**src/port_pkg.sv**
```systemverilog
// Package with register map, reset values and pin roles for the 8-bit muxed port
package port_pkg;

  localparam int          DATA_W          = 8;
  localparam int          ADDR_W          = 32;

  // Register byte addresses
  localparam logic [31:0] ADDR_DATA       = 32'hFFFFF052;
  localparam logic [31:0] ADDR_DIRECTION  = 32'hFFFFF056;
  localparam logic [31:0] ADDR_FUNCTION   = 32'hFFFFF05A;
  localparam logic [31:0] ADDR_OPEN_DRAIN = 32'hFFFFF05E;

  // Reset values
  localparam logic [7:0]  RST_LATCH       = 8'hFF;
  localparam logic [7:0]  RST_DIRECTION   = 8'h00;
  localparam logic [7:0]  RST_FUNCTION    = 8'h00;
  localparam logic [7:0]  RST_OPEN_DRAIN  = 8'h00;

  // Writable bits of the open-drain register (0, 1, 3, 4, 6)
  localparam logic [7:0]  OD_WRITABLE     = 8'h5B;

  // Bit positions of the alternate functions
  localparam int          BIT_S2_CLK      = 0;
  localparam int          BIT_S3_TX       = 1;
  localparam int          BIT_S3_RX       = 2;
  localparam int          BIT_S3_CLK      = 3;
  localparam int          BIT_S4_TX       = 4;
  localparam int          BIT_S4_RX       = 5;
  localparam int          BIT_S4_CLK      = 6;
  localparam int          BIT_IRQ         = 7;

  // Value read at an unmapped address
  localparam logic [7:0]  READ_UNMAPPED   = 8'h00;

endpackage : port_pkg

```
**src/port_pin_cell.sv**
```systemverilog
// One pad cell: chooses port or alternate source and applies push-pull or open drain
`timescale 1ns/1ps
`default_nettype none

module port_pin_cell (
  // Configuration
  input  wire logic dir_out,
  input  wire logic func_alt,
  input  wire logic open_drain,
  // Data sources
  input  wire logic latch_val,
  input  wire logic alt_val,
  // Pad side
  output logic      pad_out,
  output logic      pad_oe
);

  logic src;

  // Alternate source only when the function bit is set
  assign src = func_alt ? alt_val : latch_val;

  // Open drain drives low only; a high level is left to the pull-up
  always_comb begin
    pad_out = src;
    pad_oe  = dir_out;
    if (open_drain) begin
      pad_out = 1'b0;
      pad_oe  = dir_out & ~src;
    end
  end

endmodule : port_pin_cell

`default_nettype wire

```
**src/port_d_gpio.sv**
```systemverilog
// Top of the 8-bit general port with serial and interrupt alternate functions
//
// Chosen here: the address-and-strobe port.
`timescale 1ns/1ps
`default_nettype none

module port_d_gpio (
  // Clock and reset
  input  wire logic                           clk,
  input  wire logic                           rst_n,
  // Register port
  input  wire logic [port_pkg::ADDR_W-1:0]    reg_addr,
  input  wire logic [port_pkg::DATA_W-1:0]    reg_wdata,
  input  wire logic                           reg_write,
  input  wire logic                           reg_read,
  output logic      [port_pkg::DATA_W-1:0]    reg_rdata,
  // Pads
  input  wire logic [port_pkg::DATA_W-1:0]    pad_in,
  output logic      [port_pkg::DATA_W-1:0]    pad_out,
  output logic      [port_pkg::DATA_W-1:0]    pad_oe,
  // Serial channel 2
  input  wire logic                           serial2_clock_out,
  output logic                                serial2_clock_in,
  output logic                                serial2_clear_to_send,
  // Serial channel 3
  input  wire logic                           serial3_transmit,
  output logic                                serial3_receive,
  input  wire logic                           serial3_clock_out,
  output logic                                serial3_clock_in,
  output logic                                serial3_clear_to_send,
  // Serial channel 4
  input  wire logic                           serial4_transmit,
  output logic                                serial4_receive,
  input  wire logic                           serial4_clock_out,
  output logic                                serial4_clock_in,
  output logic                                serial4_clear_to_send,
  // Interrupt controller
  output logic                                external_irq_line
);
  import port_pkg::*;

  typedef struct packed {
    logic [DATA_W-1:0] latch;
    logic [DATA_W-1:0] direction;
    logic [DATA_W-1:0] function_sel;
    logic [DATA_W-1:0] open_drain;
    logic [DATA_W-1:0] rdata;
  } state_t;

  state_t            state_reg;
  state_t            state_next;
  logic [DATA_W-1:0] alt_src;
  logic [DATA_W-1:0] data_view;
  logic [DATA_W-1:0] alt_in;
  logic [DATA_W-1:0] alt_listen;

  // Alternate output sources per bit; receive and interrupt pins keep the latch as their source
  always_comb begin
    alt_src             = state_reg.latch;
    alt_src[BIT_S2_CLK] = serial2_clock_out;
    alt_src[BIT_S3_TX]  = serial3_transmit;
    alt_src[BIT_S3_CLK] = serial3_clock_out;
    alt_src[BIT_S4_TX]  = serial4_transmit;
    alt_src[BIT_S4_CLK] = serial4_clock_out;
  end

  // Pad cells; drive follows direction, released by open drain on a high source; function picks the source
  genvar i;
  generate
    for (i = 0; i < DATA_W; i++) begin : g_pin
      port_pin_cell u_cell (
        .dir_out    (state_reg.direction[i]),
        .func_alt   (state_reg.function_sel[i]),
        .open_drain (state_reg.open_drain[i]),
        .latch_val  (state_reg.latch[i]),
        .alt_val    (alt_src[i]),
        .pad_out    (pad_out[i]),
        .pad_oe     (pad_oe[i])
      );
    end
  endgenerate

  // Input route to peripherals: only in alternate mode with direction in
  assign alt_listen = state_reg.function_sel & ~state_reg.direction;
  assign alt_in     = pad_in & alt_listen;

  // Pins not listening rest high, also while the port drives them, so no false clock or CTS
  assign serial2_clock_in      = alt_in[BIT_S2_CLK] | ~alt_listen[BIT_S2_CLK];
  assign serial2_clear_to_send = serial2_clock_in;
  assign serial3_clock_in      = alt_in[BIT_S3_CLK] | ~alt_listen[BIT_S3_CLK];
  assign serial3_clear_to_send = serial3_clock_in;
  assign serial4_clock_in      = alt_in[BIT_S4_CLK] | ~alt_listen[BIT_S4_CLK];
  assign serial4_clear_to_send = serial4_clock_in;
  assign serial3_receive       = alt_in[BIT_S3_RX] | ~alt_listen[BIT_S3_RX];
  assign serial4_receive       = alt_in[BIT_S4_RX] | ~alt_listen[BIT_S4_RX];
  // Interrupt input idles low; wake-from-stop use is software policy
  assign external_irq_line     = alt_in[BIT_IRQ];

  // Read view of data: pin for inputs, latch for outputs
  assign data_view = (pad_in & ~state_reg.direction)
                   | (state_reg.latch & state_reg.direction);

  // Register writes and registered read data
  always_comb begin
    state_next = state_reg;
    if (reg_write) begin
      if (reg_addr == ADDR_DATA) begin
        state_next.latch = reg_wdata;
      end else if (reg_addr == ADDR_DIRECTION) begin
        state_next.direction = reg_wdata;
      end else if (reg_addr == ADDR_FUNCTION) begin
        state_next.function_sel = reg_wdata;
      end else if (reg_addr == ADDR_OPEN_DRAIN) begin
        state_next.open_drain = reg_wdata & OD_WRITABLE;
      end
    end
    // Read data stands only in the cycle after the strobe
    state_next.rdata = READ_UNMAPPED;
    if (reg_read) begin
      if (reg_addr == ADDR_DATA) begin
        state_next.rdata = data_view;
      end else if (reg_addr == ADDR_DIRECTION) begin
        state_next.rdata = state_reg.direction;
      end else if (reg_addr == ADDR_FUNCTION) begin
        state_next.rdata = state_reg.function_sel;
      end else if (reg_addr == ADDR_OPEN_DRAIN) begin
        state_next.rdata = state_reg.open_drain & OD_WRITABLE;
      end
    end
  end

  // State register with synchronous reset
  always_ff @(posedge clk) begin
    if (!rst_n) begin
      state_reg.latch        <= RST_LATCH;
      state_reg.direction    <= RST_DIRECTION;
      state_reg.function_sel <= RST_FUNCTION;
      state_reg.open_drain   <= RST_OPEN_DRAIN;
      state_reg.rdata        <= READ_UNMAPPED;
    end else begin
      state_reg <= state_next;
    end
  end

  assign reg_rdata = state_reg.rdata;

endmodule : port_d_gpio

`default_nettype wire

```
**config.mk**
```make
export PLATFORM = sky130hd
export DESIGN_NAME = port_d_gpio
export DESIGN_NICKNAME = d
export VERILOG_FILES = /design/src/port_pkg.sv /design/src/port_pin_cell.sv /design/src/port_d_gpio.sv
export SDC_FILE = /design/constraint.sdc
export NUM_CORES = 1
export LEC_CHECK = 0
export BUFFER_PORTS_ARGS = -buffer_cell sky130_fd_sc_hd__buf_2
export CAP_MARGIN = 25
export CORE_ASPECT_RATIO = 0.8
export CORE_UTILIZATION = 51
export CTS_CLUSTER_DIAMETER = 80
export DETAILED_ROUTE_END_ITERATION = 7
export PLACE_DENSITY = 0.89
export SKIP_LAST_GASP = 1
export SYNTH_ARGS = -nofsm -noshare
export SYNTH_HDL_FRONTEND = slang
export SYNTH_SLANG_ARGS = --single-unit
```
**constraint.sdc**
```tcl
create_clock -name clk -period 3.9 [get_ports clk]
set_clock_uncertainty 0.05 [all_clocks]
set_input_delay 0.39 -clock clk [delete_from_list [all_inputs] [get_ports clk]]
set_output_delay 0.39 -clock clk [all_outputs]
set_load 0.05 [all_outputs]
```
==> impl_metrics.toml <==
[yosys]
ys_seq_area_share_pct = 35.9
syn_nets = 283
synth_top_cell_area_share_pct = 35.9
synth-edff-count = 0
syn_inst = 226
synth.area.top_cells = "dfxtp_1 (36%), mux2i_1 (19%), buf_4 (6.9%)"
synth_largest_area_cell = "dfxtp_1"
yosysUniqueCellTypes = 26
syn_area_per_cell_um2 = 9.14
ys.flop_type = "dfxtp_1"
synth.ff_latch_count = 37
syn_area_um2 = 2070
synthArstFlopShare_pct = 0
ys_warn_count = 0

[timing]
period_minus_slack_ns = 2.18
rsz0062_at_grt = "no"
post-route-period-util_pct = 55.9
worst_slack_ns = 1.72
setup_viol = 0
hold_violations = 0
tns_ns = 0
worstMarginPinSlew_ns = 0.695
slew_headroom_pct = 53.6
fmax_ghz = 0.458
drv_slew = 0

[min_path]
min_path_type = "input pin to flop"

[clock_tree]
postCtsSetupBuffers = 0
htree_levels = 2
clockBufferDepth = 2
cts-resized-gates = 0
cts_root_buf = "clkbuf_8"
clock_latency_ns = 0.29
hold_buffers = 0
cts_num_sinks = 37
path_clk_slew_ns = 0.07
cts_tree = "yes"
cts_buffers = 5

[pwr]
pwr-share-seq_pct = 52.7
leakagePower_nw = 1.15
clkPwrFrac_pct = 38.0
powerDensity_nw_per_um2 = 290
switching_share_pct = 23.1
irDropWorstVdd_mv = 0.157
p_int_mw = 0.551
power_frac_comb_pct = 9.3
p_switching_mw = 0.165

[route]
first_iter_violations = 89
vias = 1769
dr.pass1.iters = 4
wl_per_cell_um = 13.3
via_per_inst = 5.10
drt.antenna.violating_nets = 0
wl_um = 4630
drc = 0

[status]
status = "finished clean"

[placement]
place_congestion = 0.755
port_buffers = 89
dpl_worst_slack_ns = 1.45
placed_cell_area_um2 = 2380
post-dp-hpwl_um = 3370
placed_cells = 340

[layout]
fin_cells = 347
drive_gt1_share_pct = 37.3
largest_reg_flops = 26
utilization_pct = 64.4
diodes = 0
nNetsFinal = 349
seqCellArea_um2 = 741
layout_commonest_cell = "buf_2"
fill_cells = 325
syn_to_final_growth_pct = 19.4
final_cell_mix = "buf_2 (89), mux2i_1 (39), dfxtp_1 (37)"
final_area_um2 = 2470
multiInputGateArea_um2 = 1130

[critical_path]
cp.arrival_ns = 2.34
endpoint_kind = "flop"
cp_max_fo = 8
r2r_cells = 4
worstSetupStartpoint = "reg_addr[9]"
criticalPathCategory = "input pin to flop"
worstPathRequired_ns = 4.06
rrSetupSlack_ns = 2.64
rr_startpoint = "state_reg[26]"
timing.rr.end = "reg_rdata[2]"
cp-endpoint = "state_reg[30]"
startpoint_type = "input pin"

[global_route]
grt_max_degree = 47
met3_usage_pct = 6.34
grt_pass1_wl_um = 7540
track_usage_pct = 23.2
gr-usage-met2_pct = 41.7
grt_overflow = 0
top_usage_layer = "met2"
grt_pass1_vias = 1729
antenna_found_initial = 0
met1_usage_pct = 26.8

[floorplanning]
start_util_pct = 54.0
std_cell_rows = 20
fp.dieH_um = 58.9
ios = 90
die_x_um = 73.2
dieArea_um2 = 4310
core_um2 = 3830

[job]
max_cap_violations = 0
[Yosys cell counts (2+ instances only)]
library cell and instances:
clkbuf_1 7, nand2_1 34, buf_1 2, nor4_4 2
nor2b_1 22, buf_4 19, mux2i_1 39, nand4b_1 3
a21boi_0 5, buf_6 2, or3b_2 3, a21oi_1 6
nand4_1 5, nor2_1 14, mux2_2 5, dfxtp_1 37
a211oi_1 10, o21ai_0 3
[layout make-up]
type,instances,area share (%)
clock buffers,7,3.50
multi-input cells,159,45.6
flip-flops and latches,37,30.0
well taps,55,2.79
repair buffers,89,18.1
[power by group through the flow]
stage	clock [mW]	sequential [mW]	combinational, mW
floorplan	0	0.386	0.0328
global placement	0	0.386	0.0640
detailed placement	0	0.386	0.0662
CTS	0.277	0.378	0.0666
global route	0.292	0.377	0.0737
finish	0.272	0.378	0.0665
[layer usage]
layer | vias to the layer above | part of all wire, %
met2 | 49 | 49
met1 | 816 | 45
li1 | 900 | -
met5 | - | 0
met3 | 4 | 5.3
met4 | 0 | 0.82
[worst max-delay path, cell delays in order]
cell,delay [ns]
buf_2,0.10
or4_4,0.55
nor4_4,0.42
nand4b_1,0.55
mux2i_1,0.33
[worst min path at each step]
stage | start | end | slack (ns) | depth (start not counted)
2_1_floorplan | state_reg[23] | state_reg[23] | 0.40 | 2
3_3_place_gp | state_reg[23] | state_reg[23] | 0.42 | 2
3_5_place_dp | state_reg[23] | state_reg[23] | 0.43 | 2
4_1_cts | reg_wdata[6] | state_reg[38] | 0.32 | 3
5_1_grt | reg_wdata[3] | state_reg[35] | 0.32 | 3
6_report | reg_wdata[6] | state_reg[38] | 0.32 | 3
[per-stage QoR]
step                      total power, mW  hold slack (ns)
after floorplan                     0.419            0.397
after global placement              0.450            0.419
after detailed placement            0.452            0.427
after CTS                           0.721            0.316
after global routing                0.743            0.322
final                               0.716            0.321
[cell families after synthesis]
family / synth area share, %
buf+inv: 9.63
mux: 21.6
compound gates: 7.63
simple gates: 25.3
flops: 35.9
Note: power is estimated with default switching activity, not from simulation.
